===== src/design/vtp_pkg.sv =====
package vtp_pkg;
  // register byte offsets
  localparam logic [7:0] OFF_CTRL   = 8'h00;
  localparam logic [7:0] OFF_RECF   = 8'h04;
  localparam logic [7:0] OFF_RECR   = 8'h08;
  localparam logic [7:0] OFF_PLAT   = 8'h0C;
  localparam logic [7:0] OFF_ROWH   = 8'h10;
  localparam logic [7:0] OFF_PICW   = 8'h14;
  localparam logic [7:0] OFF_STATUS = 8'h18;
  // control field positions
  localparam int CTL_PAT_LSB = 0;
  localparam int CTL_D12     = 4;
  localparam int CTL_YCC     = 5;
  localparam int CTL_EXT     = 6;
  localparam int CTL_ENH     = 7;
  localparam int CTL_SEL_LSB = 8;
  localparam int CTL_PCT75   = 12;
  localparam int CTL_W       = 13;
  localparam int STA_REFUSED = 16;
  // reset values
  localparam logic [12:0] CTRL_RST = 13'h0020;
  localparam logic [19:0] RECF_RST = 20'h02222;
  localparam logic [19:0] RECR_RST = 20'h02AAA;
  localparam logic [11:0] PLAT_RST = 12'h040;
  localparam logic [11:0] ROWH_RST = 12'h087;
  localparam logic [11:0] PICW_RST = 12'h780;
  // 10-bit reference codes, then the limit codes for both depths
  localparam logic [9:0] BLACK10   = 10'h040;
  localparam logic [9:0] WHITE10   = 10'h3AC;
  localparam logic [9:0] CMAX10    = 10'h3C0;
  localparam logic [9:0] CMID10    = 10'h200;
  localparam logic [9:0] YMID10    = 10'h1F6;
  localparam logic [9:0] STLO10    = 10'h03E;
  localparam logic [9:0] STYHI10   = 10'h3AE;
  localparam logic [9:0] STCHI10   = 10'h3C2;
  localparam logic [9:0] STY5_10   = 10'((STYHI10 - STLO10) / 5);
  localparam logic [9:0] STY10_10  = 10'((STYHI10 - STLO10) / 10);
  localparam logic [9:0] STC5_10   = 10'((STCHI10 - STLO10) / 5);
  localparam logic [9:0] STC10_10  = 10'((STCHI10 - STLO10) / 10);
  localparam logic [11:0] LIM10_LO = 12'h004;
  localparam logic [11:0] LIM10_HI = 12'h3FB;
  localparam logic [11:0] LIM12_LO = 12'h010;
  localparam logic [11:0] LIM12_HI = 12'hFEF;
  // shallow ramp hold (log2 pixels) and row overlap in codes
  localparam logic [3:0] HOLD10_SH = 4'h4;
  localparam logic [3:0] HOLD12_SH = 4'h2;
  localparam logic [11:0] OVL_CODES = 12'h008;
  localparam logic [11:0] FULL_FRAC = 12'hFFF;
  localparam logic [11:0] P75_FRAC  = 12'hBFF;

  typedef enum logic [3:0] {
    PAT_FLAT_MONO, PAT_FLAT_COL, PAT_STAIR5, PAT_STAIR10,
    PAT_VALID_MX, PAT_Y_RAMP, PAT_CB_RAMP, PAT_CR_RAMP,
    PAT_CH3_RAMP, PAT_LIMIT_RAMP, PAT_SHALLOW, PAT_COLOR_MX
  } vtp_pat_t;

  // scale a 10-bit code to the selected depth
  function automatic logic [11:0] lvl(input logic [9:0] c, input logic d12);
    return d12 ? {c, 2'b00} : {2'b00, c};
  endfunction

  // map a 12-bit fraction onto lo..hi, reaching hi exactly at full scale
  function automatic logic [11:0] fmap(input logic [11:0] f, input logic [11:0] lo,
                                       input logic [11:0] hi);
    logic [24:0] p;
    p = 25'(f) * 25'(13'(hi - lo) + 13'h001);
    return 12'(lo + 12'(p >> 12));
  endfunction
endpackage


===== src/design/vtp_cfg_if.sv =====
`timescale 1ns/10ps
interface vtp_cfg_if;
  import vtp_pkg::*;
  vtp_pat_t    pat;
  logic        d12;
  logic        ycc;
  logic        ext_en;
  logic        enh_en;
  logic [3:0]  sel;
  logic        pct75;
  logic [19:0] recip_full;
  logic [19:0] recip_ramp;
  logic [11:0] plat;
  logic [11:0] rowh;
  logic [11:0] picw;
  logic [15:0] frame_cnt;
  logic        refused;
  modport regs (output pat, d12, ycc, ext_en, enh_en, sel, pct75, recip_full,
                recip_ramp, plat, rowh, picw, input frame_cnt, refused);
  modport core (input pat, d12, ycc, ext_en, enh_en, sel, pct75, recip_full,
                recip_ramp, plat, rowh, picw, output frame_cnt, refused);
endinterface


===== src/design/vtp_apb_regs.sv =====
`timescale 1ns/10ps
module vtp_apb_regs
  import vtp_pkg::*;
(
  // apb slave
  input  logic        pclk,
  input  logic        presetn,
  input  logic        psel,
  input  logic        penable,
  input  logic        pwrite,
  input  logic [7:0]  paddr,
  input  logic [31:0] pwdata,
  output logic [31:0] prdata,
  output logic        pready,
  output logic        pslverr,
  // configuration towards the generator
  vtp_cfg_if.regs     cfg
);
  logic [12:0] ctrl_reg;
  logic [19:0] recf_reg;
  logic [19:0] recr_reg;
  logic [11:0] plat_reg;
  logic [11:0] rowh_reg;
  logic [11:0] picw_reg;
  logic        wr_en;

  function automatic logic mapped(input logic [7:0] a);
    return a == OFF_CTRL || a == OFF_RECF || a == OFF_RECR || a == OFF_PLAT ||
           a == OFF_ROWH || a == OFF_PICW || a == OFF_STATUS;
  endfunction

  // zero wait states: access phase always completes at once
  assign pready  = 1'b1;
  assign pslverr = psel & penable & ~mapped(paddr);
  assign wr_en   = psel & penable & pwrite;

  // software writes
  always_ff @(posedge pclk or negedge presetn) begin
    if (!presetn) begin
      ctrl_reg <= CTRL_RST;
      recf_reg <= RECF_RST;
      recr_reg <= RECR_RST;
      plat_reg <= PLAT_RST;
      rowh_reg <= ROWH_RST;
      picw_reg <= PICW_RST;
    end else if (wr_en) begin
      case (paddr)
        OFF_CTRL: ctrl_reg <= pwdata[12:0];
        OFF_RECF: recf_reg <= pwdata[19:0];
        OFF_RECR: recr_reg <= pwdata[19:0];
        OFF_PLAT: plat_reg <= pwdata[11:0];
        OFF_ROWH: rowh_reg <= pwdata[11:0];
        OFF_PICW: picw_reg <= pwdata[11:0];
        default: ;
      endcase
    end
  end

  // read data captured in the setup cycle so it leaves a flip-flop
  always_ff @(posedge pclk or negedge presetn) begin
    if (!presetn) begin
      prdata <= 32'h0000_0000;
    end else if (psel && !penable && !pwrite) begin
      case (paddr)
        OFF_CTRL:   prdata <= {19'h00000, ctrl_reg};
        OFF_RECF:   prdata <= {12'h000, recf_reg};
        OFF_RECR:   prdata <= {12'h000, recr_reg};
        OFF_PLAT:   prdata <= {20'h00000, plat_reg};
        OFF_ROWH:   prdata <= {20'h00000, rowh_reg};
        OFF_PICW:   prdata <= {20'h00000, picw_reg};
        OFF_STATUS: prdata <= {15'h0000, cfg.refused, cfg.frame_cnt};
        default:    prdata <= 32'h0000_0000;
      endcase
    end
  end

  // field split towards the generator
  assign cfg.pat        = vtp_pat_t'(ctrl_reg[CTL_PAT_LSB +: 4]);
  assign cfg.d12        = ctrl_reg[CTL_D12];
  assign cfg.ycc        = ctrl_reg[CTL_YCC];
  assign cfg.ext_en     = ctrl_reg[CTL_EXT];
  assign cfg.enh_en     = ctrl_reg[CTL_ENH];
  assign cfg.sel        = ctrl_reg[CTL_SEL_LSB +: 4];
  assign cfg.pct75      = ctrl_reg[CTL_PCT75];
  assign cfg.recip_full = recf_reg;
  assign cfg.recip_ramp = recr_reg;
  assign cfg.plat       = plat_reg;
  assign cfg.rowh       = rowh_reg;
  assign cfg.picw       = picw_reg;
endmodule


===== src/design/vtp_pattern_gen.sv =====
`timescale 1ns/10ps
// Function
// - stairs: equal steps, same code every channel in RGB
// - valid 10-bit ranges: Y 64-940, C 64-960
// - stairs run 62 to 942 or 962
// - valid ramp matrix plus each ramp alone
// - Y ramp spans valid luma range
// - Cb ramp yellow-blue, Cr ramp cyan-red
// - three-channel ramp with blank and valid plateaus
// - limit ramp spans 4-1019 or 16-4079
// - limit ramp plateaus: blank, valid, limit
// - shallow matrix holds codes 16 or 4 pixels
// - shallow rows overlap at their ends
// - colour rows walk the six adjacent hues
// - colour rows: saturation then value steps
// - last colour row is monochrome
// - mono flats: black, half, white
// - six colour flats at full value
// - extended set adds 10% mono steps
// - enhanced set adds 75% colour flats
module vtp_pattern_gen
  import vtp_pkg::*;
#(
  parameter int POS_W = 12,
  parameter int ROW_W = 8
) (
  // clock and reset
  input  logic             pclk,
  input  logic             presetn,
  // apb slave
  input  logic             psel,
  input  logic             penable,
  input  logic             pwrite,
  input  logic [7:0]       paddr,
  input  logic [31:0]      pwdata,
  output logic [31:0]      prdata,
  output logic             pready,
  output logic             pslverr,
  // raster position from the timing source
  input  logic [POS_W-1:0] h_index,
  input  logic [POS_W-1:0] v_index,
  input  logic             active,
  // pixel codes: ch0 Y/G, ch1 Cb/B, ch2 Cr/R
  output logic [11:0]      out_ch0,
  output logic [11:0]      out_ch1,
  output logic [11:0]      out_ch2,
  output logic             out_valid
);
  // the arithmetic below is sized for 12-bit positions at most
  if (POS_W < 8 || POS_W > 12) begin : g_bad_pos
    $error("vtp_pattern_gen: POS_W must be 8..12");
  end
  if (ROW_W < 3 || ROW_W > 12) begin : g_bad_row
    $error("vtp_pattern_gen: ROW_W must be 3..12");
  end

  vtp_cfg_if cfg ();

  logic [11:0] x;
  logic [11:0] blk, vhi, chi, cmid, ymid, llo, lhi;
  logic [11:0] frac_full, code_full, frac_mid, code_mid;
  logic [11:0] pos_mid, rlo, rhi, cr_lo, cr_hi;
  logic [11:0] lr_reg, lr_next;
  logic [ROW_W-1:0] row_reg, row_next;
  logic [15:0] frame_reg;
  logic        line_start;
  logic [13:0] p1, p2, p3, xr;
  logic [1:0]  lslot, rslot;
  logic        is_lim;
  logic [11:0] side_code;
  logic [3:0]  sidx;
  logic [11:0] st_y, st_c;
  logic [3:0]  hsh;
  logic [11:0] sh_step, sh_code;
  logic [19:0] sh_sum;
  logic [14:0] hue6;
  logic [11:0] hf, hfn, br, bg, bb;
  logic [2:0]  cm_row;
  logic [11:0] mono_c, col_lvl;
  logic [2:0]  col_rgb;
  logic        mono_ok, col_ok;
  logic [11:0] n0, n1, n2;
  logic        refused;

  assign x = 12'(h_index);

  // register file over apb
  vtp_apb_regs u_regs (
    .pclk    (pclk),
    .presetn (presetn),
    .psel    (psel),
    .penable (penable),
    .pwrite  (pwrite),
    .paddr   (paddr),
    .pwdata  (pwdata),
    .prdata  (prdata),
    .pready  (pready),
    .pslverr (pslverr),
    .cfg     (cfg.regs)
  );

  // depth-scaled reference levels
  // valid range ends and mid codes, then limit ends
  assign blk  = lvl(BLACK10, cfg.d12);
  assign vhi  = lvl(WHITE10, cfg.d12);
  assign chi  = lvl(CMAX10, cfg.d12);
  assign cmid = lvl(CMID10, cfg.d12);
  assign ymid = lvl(YMID10, cfg.d12);
  assign llo  = cfg.d12 ? LIM12_LO : LIM10_LO;
  assign lhi  = cfg.d12 ? LIM12_HI : LIM10_HI;

  // full-width ramp: drives the stairs, the valid ramps and matrix, and the colour matrix
  always_comb begin
    cr_lo = blk;
    cr_hi = vhi;
    if (cfg.pat == PAT_CB_RAMP || cfg.pat == PAT_CR_RAMP ||
        (cfg.pat == PAT_VALID_MX && row_next != '0)) begin
      cr_hi = chi;
    end
  end

  vtp_ramp u_ramp_full (
    .pos   (x),
    .recip (cfg.recip_full),
    .lo    (cr_lo),
    .hi    (cr_hi),
    .frac  (frac_full),
    .code  (code_full)
  );

  // ramp between the side plateaus
  assign is_lim  = (cfg.pat == PAT_LIMIT_RAMP);
  assign rlo     = is_lim ? llo : blk;
  assign rhi     = is_lim ? lhi : vhi;
  assign pos_mid = (lslot == 2'd3) ? 12'(14'(x) - p3) : 12'h000;

  vtp_ramp u_ramp_mid (
    .pos   (pos_mid),
    .recip (cfg.recip_ramp),
    .lo    (rlo),
    .hi    (rhi),
    .frac  (),
    .code  (code_mid)
  );

  // row tracking for the matrices; the first pixel of a line already
  // sees the new row because the next value is used directly
  assign line_start = active && (x == 12'h000);

  always_comb begin
    lr_next  = lr_reg;
    row_next = row_reg;
    if (line_start) begin
      if (v_index == '0) begin
        lr_next  = 12'h000;
        row_next = '0;
      end else if (13'(lr_reg) + 13'h0001 >= 13'(cfg.rowh)) begin
        lr_next = 12'h000;
        if (row_reg != '1) begin
          row_next = row_reg + 1'b1;
        end
      end else begin
        lr_next = lr_reg + 12'h001;
      end
    end
  end

  always_ff @(posedge pclk or negedge presetn) begin
    if (!presetn) begin
      lr_reg  <= 12'h000;
      row_reg <= '0;
    end else begin
      lr_reg  <= lr_next;
      row_reg <= row_next;
    end
  end

  // frame counter for status
  always_ff @(posedge pclk or negedge presetn) begin
    if (!presetn) begin
      frame_reg <= 16'h0000;
    end else if (line_start && v_index == '0) begin
      frame_reg <= frame_reg + 16'h0001;
    end
  end
  assign cfg.frame_cnt = frame_reg;
  assign cfg.refused   = refused;

  // side plateaus: slot 0 outermost, slot 3 means inside the ramp
  assign p1 = 14'(cfg.plat);
  assign p2 = 14'(cfg.plat) + 14'(cfg.plat);
  assign p3 = p2 + 14'(cfg.plat);
  assign xr = (x < cfg.picw) ? 14'(cfg.picw - x - 12'h001) : 14'h0000;

  function automatic logic [1:0] slot(input logic [13:0] d, input logic [13:0] a,
                                      input logic [13:0] b, input logic [13:0] c);
    return (d < a) ? 2'd0 : (d < b) ? 2'd1 : (d < c) ? 2'd2 : 2'd3;
  endfunction

  assign lslot = slot(14'(x), p1, p2, p3);
  assign rslot = slot(xr, p1, p2, p3);

  always_comb begin
    side_code = code_mid;
    if (rslot != 2'd3) begin
      side_code = (rslot == 2'd0) ? blk : (rslot == 2'd2 && is_lim) ? lhi : vhi;
    end else if (lslot != 2'd3) begin
      side_code = (lslot == 2'd2 && is_lim) ? llo : blk;
    end
  end

  assign sidx = (cfg.pat == PAT_STAIR10) ? 4'((16'(frac_full) * 16'd11) >> 12)
                                         : 4'((16'(frac_full) * 16'd6) >> 12);
  always_comb begin
    if (cfg.pat == PAT_STAIR10) begin
      st_y = 12'(lvl(STLO10, cfg.d12) + 12'(sidx) * lvl(STY10_10, cfg.d12));
      st_c = 12'(lvl(STLO10, cfg.d12) + 12'(sidx) * lvl(STC10_10, cfg.d12));
    end else begin
      st_y = 12'(lvl(STLO10, cfg.d12) + 12'(sidx) * lvl(STY5_10, cfg.d12));
      st_c = 12'(lvl(STLO10, cfg.d12) + 12'(sidx) * lvl(STC5_10, cfg.d12));
    end
  end

  // hold each code 16 or 4 pixels
  // next row restarts a few codes back
  assign hsh     = cfg.d12 ? HOLD12_SH : HOLD10_SH;
  assign sh_step = (cfg.picw >> hsh) - OVL_CODES;
  assign sh_sum  = 20'(llo) + 20'(row_next) * 20'(sh_step) + 20'(x >> hsh);
  assign sh_code = (sh_sum > 20'(lhi)) ? lhi : sh_sum[11:0];

  assign hue6 = 15'(frac_full) * 15'd6;
  assign hf   = hue6[11:0];
  assign hfn  = FULL_FRAC - hf;
  always_comb begin
    case (hue6[14:12])
      3'd0:    begin br = FULL_FRAC; bg = hf;        bb = 12'h000;   end
      3'd1:    begin br = hfn;       bg = FULL_FRAC; bb = 12'h000;   end
      3'd2:    begin br = 12'h000;   bg = FULL_FRAC; bb = hf;        end
      3'd3:    begin br = hf;        bg = hfn;       bb = FULL_FRAC; end
      3'd4:    begin br = hfn;       bg = 12'h000;   bb = FULL_FRAC; end
      default: begin br = hf;        bg = 12'h000;   bb = hfn;       end
    endcase
  end

  assign cm_row = (row_next > ROW_W'(7)) ? 3'd7 : 3'(row_next);

  function automatic logic [11:0] shade(input logic [11:0] c, input logic [2:0] r,
                                        input logic [11:0] m);
    logic [14:0] t;
    t = 15'h0000;
    if (r < 3'd3) begin
      t = 15'(3'(r + 3'd1)) * 15'(FULL_FRAC - c);
      return FULL_FRAC - 12'(t >> 2);
    end else if (r < 3'd7) begin
      t = 15'(3'(3'd7 - r)) * 15'(c);
      return 12'(t >> 2);
    end
    return m;
  endfunction

  // base levels 0, 5, 10 tenths
  // other tenths need the extended set
  assign mono_c  = 12'((16'(cfg.sel) * 16'(FULL_FRAC)) / 16'd10);
  assign mono_ok = (cfg.sel <= 4'd10) &&
                   (cfg.ext_en || cfg.sel == 4'd0 || cfg.sel == 4'd5 ||
                    cfg.sel == 4'd10);

  always_comb begin
    case (cfg.sel)
      4'd0:    col_rgb = 3'b100;
      4'd1:    col_rgb = 3'b010;
      4'd2:    col_rgb = 3'b001;
      4'd3:    col_rgb = 3'b011;
      4'd4:    col_rgb = 3'b101;
      4'd5:    col_rgb = 3'b110;
      default: col_rgb = 3'b000;
    endcase
  end
  assign col_ok  = (cfg.sel <= 4'd5) && (!cfg.pct75 || cfg.enh_en);
  assign col_lvl = cfg.pct75 ? P75_FRAC : FULL_FRAC;

  // pattern select; refused selections show black
  always_comb begin
    n0      = blk;
    n1      = cfg.ycc ? cmid : blk;
    n2      = cfg.ycc ? cmid : blk;
    refused = 1'b0;
    case (cfg.pat)
      PAT_FLAT_MONO: begin
        refused = ~mono_ok;
        if (mono_ok) begin
          n0 = fmap(mono_c, blk, vhi);
          n1 = cfg.ycc ? cmid : n0;
          n2 = cfg.ycc ? cmid : n0;
        end
      end
      PAT_FLAT_COL: begin
        refused = ~col_ok;
        if (col_ok) begin
          n0 = col_rgb[1] ? fmap(col_lvl, blk, vhi) : blk;
          n1 = col_rgb[0] ? fmap(col_lvl, blk, vhi) : blk;
          n2 = col_rgb[2] ? fmap(col_lvl, blk, vhi) : blk;
        end
      end
      PAT_STAIR5, PAT_STAIR10: begin
        n0 = st_y;
        n1 = cfg.ycc ? st_c : st_y;
        n2 = cfg.ycc ? st_c : st_y;
      end
      // three bands, luma then Cb then Cr
      PAT_VALID_MX: begin
        if (row_next == '0) begin
          n0 = code_full;
        end else if (row_next == ROW_W'(1)) begin
          n0 = ymid;
          n1 = code_full;
        end else begin
          n0 = ymid;
          n2 = code_full;
        end
      end
      PAT_Y_RAMP: begin
        n0 = code_full;
      end
      PAT_CB_RAMP: begin
        n0 = ymid;
        n1 = code_full;
      end
      PAT_CR_RAMP: begin
        n0 = ymid;
        n2 = code_full;
      end
      PAT_CH3_RAMP, PAT_LIMIT_RAMP: begin
        n0 = side_code;
        n1 = side_code;
        n2 = side_code;
      end
      PAT_SHALLOW: begin
        n0 = sh_code;
        n1 = sh_code;
        n2 = sh_code;
      end
      PAT_COLOR_MX: begin
        n0 = fmap(shade(bg, cm_row, frac_full), blk, vhi);
        n1 = fmap(shade(bb, cm_row, frac_full), blk, vhi);
        n2 = fmap(shade(br, cm_row, frac_full), blk, vhi);
      end
      default: refused = 1'b1;
    endcase
    if (!active) begin
      n0 = blk;
      n1 = cfg.ycc ? cmid : blk;
      n2 = cfg.ycc ? cmid : blk;
    end
  end

  // one cycle from position to codes
  always_ff @(posedge pclk or negedge presetn) begin
    if (!presetn) begin
      out_ch0   <= 12'h000;
      out_ch1   <= 12'h000;
      out_ch2   <= 12'h000;
      out_valid <= 1'b0;
    end else begin
      out_ch0   <= n0;
      out_ch1   <= n1;
      out_ch2   <= n2;
      out_valid <= active;
    end
  end
endmodule


===== src/design/vtp_ramp.sv =====
`timescale 1ns/10ps
module vtp_ramp
  import vtp_pkg::*;
(
  // position and scale
  input  logic [11:0] pos,
  input  logic [19:0] recip,
  // code range
  input  logic [11:0] lo,
  input  logic [11:0] hi,
  // result
  output logic [11:0] frac,
  output logic [11:0] code
);
  logic [31:0] prod;

  // fraction of the span, saturating past the ramp end so it holds at hi
  assign prod = 32'(pos) * 32'(recip);
  assign frac = (prod[31:24] != 8'h00) ? FULL_FRAC : prod[23:12];
  assign code = fmap(frac, lo, hi);
endmodule


===== config.mk =====
export PLATFORM = sky130hd
export DESIGN_NAME = vtp_pattern_gen
export DESIGN_NICKNAME = d
export VERILOG_FILES = /design/src/design/vtp_pkg.sv /design/src/design/vtp_cfg_if.sv /design/src/design/vtp_apb_regs.sv /design/src/design/vtp_pattern_gen.sv /design/src/design/vtp_ramp.sv
export SDC_FILE = /design/constraint.sdc
export NUM_CORES = 2
export LEC_CHECK = 0
export ABC_AREA = 1
export ABC_CLOCK_PERIOD_IN_PS = 23000
export BUFFER_PORTS_ARGS = -buffer_cell sky130_fd_sc_hd__buf_2
export CORE_ASPECT_RATIO = 0.7
export CORE_UTILIZATION = 36
export DETAILED_ROUTE_END_ITERATION = 10
export GPL_TIMING_DRIVEN = 0
export PLACE_DENSITY = 0.56
export SYNTH_ARGS = -nofsm -noshare
export SYNTH_HDL_FRONTEND = slang
export SYNTH_SLANG_ARGS = --single-unit

===== constraint.sdc =====
create_clock -name pclk -period 23 [get_ports pclk]
set_input_delay 2.3 -clock pclk [delete_from_list [all_inputs] [get_ports pclk]]
set_output_delay 2.3 -clock pclk [all_outputs]
set_load 0.05 [all_outputs]

* Word level (Yosys, flattened, before mapping)
Index checks and enable logic that the tools add are counted.
Word-level totals: flip-flop bits (word level) 194, bits in latches 0, bits in writable memories 0, memory bits (read-only) 0, input bits 70, output and inout bits 71, logic and storage cells 268, memories 0
Cells by class: $add $sub $neg 38, multiply operators 24, div/mod/pow operators 1, $lt $le $gt $ge 14, equal/unequal tests 34, shift operators 2, mux-type cells 86, bitwise operators 6, reductions and logical operators 49
Operators with widths (count):
- $mux W12 | 49
- $pmux W12 S8 | 2
- $mul A12 B25 Y24 | 6
- $pmux W20 S7 | 1
- $pmux W12 S3 | 3
- $pmux W12 S9 | 1
- $add A9 B12 Y12 | 7
- $mul A12 B20 Y32 | 2
- $sub A12 B12 Y12 const A | 4
- $mul A3 B15 Y14 | 3
- $mux W9 | 5
- $add A13 B1 Y14 const B | 3
- $mul A3 B12 Y14 | 3
- $mux W8 | 5
- $sub A12 B12 Y13 const A | 3
- $sub A12 B9 Y13 | 3
- $add A12 B12 Y12 | 3
- $mul A12 B2 Y14 const B | 2
- $eq A4 B3 Y1 const B | 6
- $eq A8 B5 Y1 const B | 3
- $logic_not A12 Y1 | 2
- $lt A12 B12 Y1 | 2
- $mul A12 B14 Y24 | 1
- $mul A4 B10 Y12 | 2
- other kinds (69) | 133

* Depth between registers and ports, before layout
word-level depth 17, mapped depth 153, mapped depth without buffers 151

* Hierarchy
From an unflattened synthesis, not the netlist that was laid out.
Second synthesis, totals: cells, all modules 9889, area, all modules 71672.5 um^2
By module, submodules not included:
- vtp_pattern_gen | times used 1, cells each 5052, area each 36899.1 um^2, sequential area each 1826.8 um^2
- vtp_ramp at u_ramp_mid | times used 1, cells each 2078, area each 14745.4 um^2, sequential area each 0.0 um^2
- vtp_ramp at u_ramp_full | times used 1, cells each 2095, area each 14740.4 um^2, sequential area each 0.0 um^2
- vtp_apb_regs | times used 1, cells each 664, area each 5287.6 um^2, sequential area each 2753.9 um^2

* Worst setup path after synthesis
OpenSTA, ideal clock, no wires.
path kind input to register, from input h_index[11], to register out_ch2[11], setup time 0.113 ns, data arrival time 21.319 ns, data required time 22.887 ns, path slack 1.568 ns, cell stages on the path 134, buffers on the path 3, cells stage by stage clkbuf_1 > clkbuf_1 > nand2_1 > fa_1 > fa_1 > inv_1 > fa_1 > inv_1 > fa_1 > inv_1 > fa_1 > ha_1 > a21oi_1 > inv_1 > a21oi_1 > inv_1 > nand2_1 > inv_1 > [98 not listed] > nor2_1 > inv_1 > a21oi_1 > inv_1 > a21oi_1 > xor2_1 > ha_1 > nand3_1 > nand2_1 > nand2_1 > nor2_1 > or2_2 > nand3_1 > nand3_1 > nor2_1 > nand3_1 > nand2_1 > inv_1
Between the ends: word-level cells in the longest chain between the ends 17, elaborated cells on any way between the ends 100, classes of those cells 19 x add/sub; 15 x mul; 11 x order compare; 8 x eq/ne; 1 x shift; 34 x mux; 12 x reduce/logical
Ends and longest elaborated chain:
- from (decl) | line vtp_pattern_gen.sv:40 | input logic [POS_W-1:0] h_index,
- branches (longest 15 deep; another with $mul A12 B20 Y32)
- $pmux W12 S8 (*) | line vtp_pattern_gen.sv:288 | case (cfg.pat)
- $mux W12 (*) | line vtp_pattern_gen.sv:350 | if (!active) begin
- via n2[11] | line vtp_pattern_gen.sv:82 | logic [11:0] n0, n1, n2;
- to (signal assigned) | line vtp_pattern_gen.sv:367 | out_ch2 <= n2;
- to (decl) | line vtp_pattern_gen.sv:46 | output logic [11:0] out_ch2,
Mark *: on every way through the listed nets, which the timed path passes. The select of a mux whose other input is x is not followed. A chain may end at the register's enable or synchronous reset.

* Worst setup path in the final report
from input h_index[4], to register out_ch0[10]
Between the ends: word-level cells in the longest chain between the ends 17, elaborated cells on any way between the ends 92, classes of those cells 17 x add/sub; 13 x mul; 11 x order compare; 7 x eq/ne; 1 x shift; 31 x mux; 12 x reduce/logical
Ends and longest elaborated chain:
- branches (longest 15 deep; another with $mul A12 B20 Y32)
- $pmux W12 S9 (*) | line vtp_pattern_gen.sv:288
- $mux W12 (*) | line vtp_pattern_gen.sv:350
- via n0[10] | line vtp_pattern_gen.sv:82
- to (signal assigned) | line vtp_pattern_gen.sv:365 | out_ch0 <= n0;
- to (decl) | line vtp_pattern_gen.sv:44 | output logic [11:0] out_ch0,
Marks and branches as above.

==> results by group <==
Place
  – Count of port buffers added during placement: 115
  – Area post-placement: approximately 70000 um2
  – Post-Place Worst Slack: -5310 ps
  – HPWL after DPL: 187 mm
  – Placed cells: approximately 11000
  – GPL Wtd Cong: about 0.96

Critical path
  – CP arrival: approximately 22000 ps
  – Startpoint type of the worst setup path: input pin
  – WP data required: between 20000 and 25000 ps
  – Crit path largest cell delay: 560 ps
  – Worst-path cell with the longest stage delay: sky130_fd_sc_hd__fa_1
  – Category of the critical setup timing path: in2reg
  – Largest driver fanout on the critical path: 8
  – Most frequent cell on the critical path: sky130_fd_sc_hd__inv_1
  – Worst setup EP type: flop

Final layout
  – Area taken by multi-input logic gates: 53500 um2
  – Final Net Count: 11100
  – Non-filler cells, final: about 12000
  – Synth-to-layout area growth: 10.3%
  – Post-route cell area: 72800 um2
  – Final core utilization: between 30% and 40%
  – Fill cell total of the finished layout: approximately 19000
  – Layout cell share with drive strength beyond 1: approximately 8.3%
  – Register area: 4580 um2

Timing
  – Final worst hold slack: 475 ps
  – Share of the clock period used by the worst path: 95.9%
  – Least setup slack across all paths after layout: 944 ps
  – Slew at the pin with the worst max-slew slack: 1480 ps
  – Worst clock skew: 19.1 ps
  – Minimum clock period after layout: 22060 ps
  – Total of endpoints with negative setup slack in the final report: 0
  – Setup tns final: 0 ps
  – Worst slew margin relative to its limit: 1.18%
  – Number of failing hold endpoints at the final stage: 0
  – Count of final max-slew check failures: 0
  – Maximum clock rate: 45.3 MHz

Power and ir drop
  – Leakage power of the design: a little over 40 nW
  – Clock network power share: 3.3%
  – Worst-case vdd ir drop: approximately 0.31 mV
  – Power per standard cell area: 131 nW/um2
  – Int Pwr: 3.62 mW
  – Switching portion of total power: 62.1%
  – Gate power share: 92.7%
  – Switching power of the nets: 5.93 mW
  – Total power draw: 9.56 mW
  – Power share of the sequential group: approximately 4%

Routing
  – Via-per-instance ratio: 5.02
  – Average wire per standard cell: approximately 19 um
  – DRC violations left: 0
  – Vias: 58000
  – Antenna viol nets, final: 0
  – Starting DRC count in detailed routing: 4970
  – Wire length after detailed routing: 221 mm
  – Detailed Routing Iterations Pass 1: 8

Floorplan
  – Total core area: around 180000 um2
  – IO Count: 141
  – Full die area: 185000 um2
  – Effective utilization at floorplan: 36.2%
  – Chip height: 360 um
  – Die width: 514 um
  – Total number of placement rows: approximately 130

Global route
  – Pin count of the biggest net entering global routing: approximately 100
  – Global-route wire length before repair: 340 mm
  – Number of antenna violations at the first check in global routing: 6
  – Global route overflow: 0
  – Vias in the first global route: 56900
  – Tot GR Track Use: 23.8%

Synthesis
  – Synthesized instance count: between 8000 and 9000
  – Area of the mapped netlist: approximately 66000 um2
  – Post-Syn Area per Cell: 7.50 um2
  – Number of enable-type register cells in the synthesized netlist: 0
  – Share of synthesized cell area in full adder, half adder and majority cells: 47.7%
  – Flip-flop and latch count after synthesis: 182
  – Dominant combinational cell family by area after synthesis: adder cells
  – Area share of and/or/nand/nor cells after synthesis: 19.4%
  – Share of synthesized flip-flops with an asynchronous set or reset: 100%
  – Compound-gate portion of the synthesized area: 9.03%
  – Number of unique standard cell types used by synthesis: 71
  – Post-synthesis mux area share: 0%
  – Seq/Total Area, Yosys: 6.93%
  – Synthesized-area fraction occupied by xor and xnor cells: 3.12%
  – Synthesis Warnings: 0
  – Dominant register cell in the synthesized netlist: sky130_fd_sc_hd__dfrtp_1

Clocking
  – Maximum root-to-sink buffer count: 2
  – TritonCTS clock tree: built
  – Clock latency on the worst-skew pair: between 500 and 600 ps
  – CTS HTree Levels: 4
  – Reg clk slew, reported paths: about 80 ps
  – Clock sink count: roughly 180
  – Cell at the root of the clock tree: sky130_fd_sc_hd__clkbuf_16
  – TritonCTS buffer count: 17
  – Hold-fix buffers, CTS: 0

Run status
  – Status: finished clean

Flow run
  – Max-cap check violation count: 0

Min path
  – Worst min-delay path class: reg2reg
-- per-layer routing --
metal / vias up / wire length, um / track usage, %
li1: 27500 / - / -
met1: 28400 / 108000 / 37.0
met2: 1936 / 90400 / 34.6
met3: 172 / 18000 / 3.14
met4: 2 / 4590 / 4.72
met5: - / 13 / 0
-- final timing paths --
check                                          from           endpoint  slack (ps)  cells past startpoint
setup / recovery                         h_index[4]        out_ch0[10]         940                    131
hold / removal                    u_regs.prdata[17]  u_regs.prdata[17]         480                      2
setup reg to reg           u_regs.cfg.recip_full[5]        out_ch0[10]        1970                    130
hold reg to reg                   u_regs.prdata[17]  u_regs.prdata[17]         480                      2
max in group asynchronous                   presetn         out_ch0[8]       20160                      2
min in group asynchronous                   presetn  u_regs.prdata[18]        1770                      1
-- kinds of logic (layout without fill, tap and decap cells) --
logic type | Yosys count | in the layout
other cells | 2 | 18
fa+ha+maj | 1924 | 1924
simple gates | 3052 | 3053
flops | 182 | 182
buf+inv | 2392 | 2654
compound gates | 1018 | 1019
xor+xnor | 235 | 235
-- what timing repair did --
item / CTS / global route
setup endpoints to repair: 36 / 27
gates resized for setup: 185 / 269
cloned: 1 / 1
pin swaps: 10 / 142
buffers inserted: 20 / 92
-- cells in the final DEF, fill, tap and decap left out, types with 160 or more instances in the layout --
master                        n
sky130_fd_sc_hd__nor2_1     656
sky130_fd_sc_hd__a21oi_1    296
sky130_fd_sc_hd__o21ai_0    316
sky130_fd_sc_hd__nand3_1    211
sky130_fd_sc_hd__nand2_1   1772
sky130_fd_sc_hd__inv_1     2057
sky130_fd_sc_hd__clkbuf_1   178
sky130_fd_sc_hd__dfrtp_1    160
sky130_fd_sc_hd__ha_1       913
sky130_fd_sc_hd__fa_1       983
-- cell usage after synthesis (all sizes together) (21+ instances only) --
library cell,instances,share of area [%]
nand2,1862,11
o21bai,54,0.61
a211oi,21,0.24
xnor2,84,1.1
o211ai,36,0.42
o2111ai,22,0.29
nor2,708,4.2
o21ai,362,2.7
clkbuf,209,1.2
nand3,244,2.1
ha,932,18
xor2,151,2.0
a21oi,352,2.7
dfrtp,161,6.1
or2,45,0.43
inv,2111,12
clkinv,39,0.23
nor3,68,0.52
buf,33,0.36
nand4,81,0.77
dfstp,21,0.84
fa,992,30
a21o,26,0.30
-- critical path: cells and delay by family --
family | cells | cell delay, ps
and+or+nand+nor | 46 | 4370
adders and majority gates | 17 | 7090
AOI/OAI and AO/OA | 30 | 4940
buffers and inverters | 36 | 3310
xor gates and xnor gates | 2 | 360
-- area by class of cell --
| class | instances | area share (%) |
|---|---|---|
| plain buffers | 241 | 1.76 |
| flip-flops and latches | 182 | 6.29 |
| multi-input cells | 6246 | 73.5 |
| clock inverters | 14 | 0.216 |
| repair buffers | 231 | 2.27 |
| diodes | 3 | 0.0103 |
| inverters | 2150 | 11.2 |
| well taps | 2460 | 4.23 |
| clock buffers | 18 | 0.603 |
-- power groups by stage --
stage | clock [mW] | combinational [mW] | sequential, mW
4_1_cts | 0.326 | 8.59 | 0.385
3_3_place_gp | 0 | 8.36 | 0.392
6_report | 0.318 | 8.85 | 0.384
5_1_grt | 0.334 | 10.1 | 0.386
3_5_place_dp | 0 | 8.42 | 0.392
2_1_floorplan | 0 | 5.81 | 0.430
No activity file was read; power rests on OpenSTA's default activity.
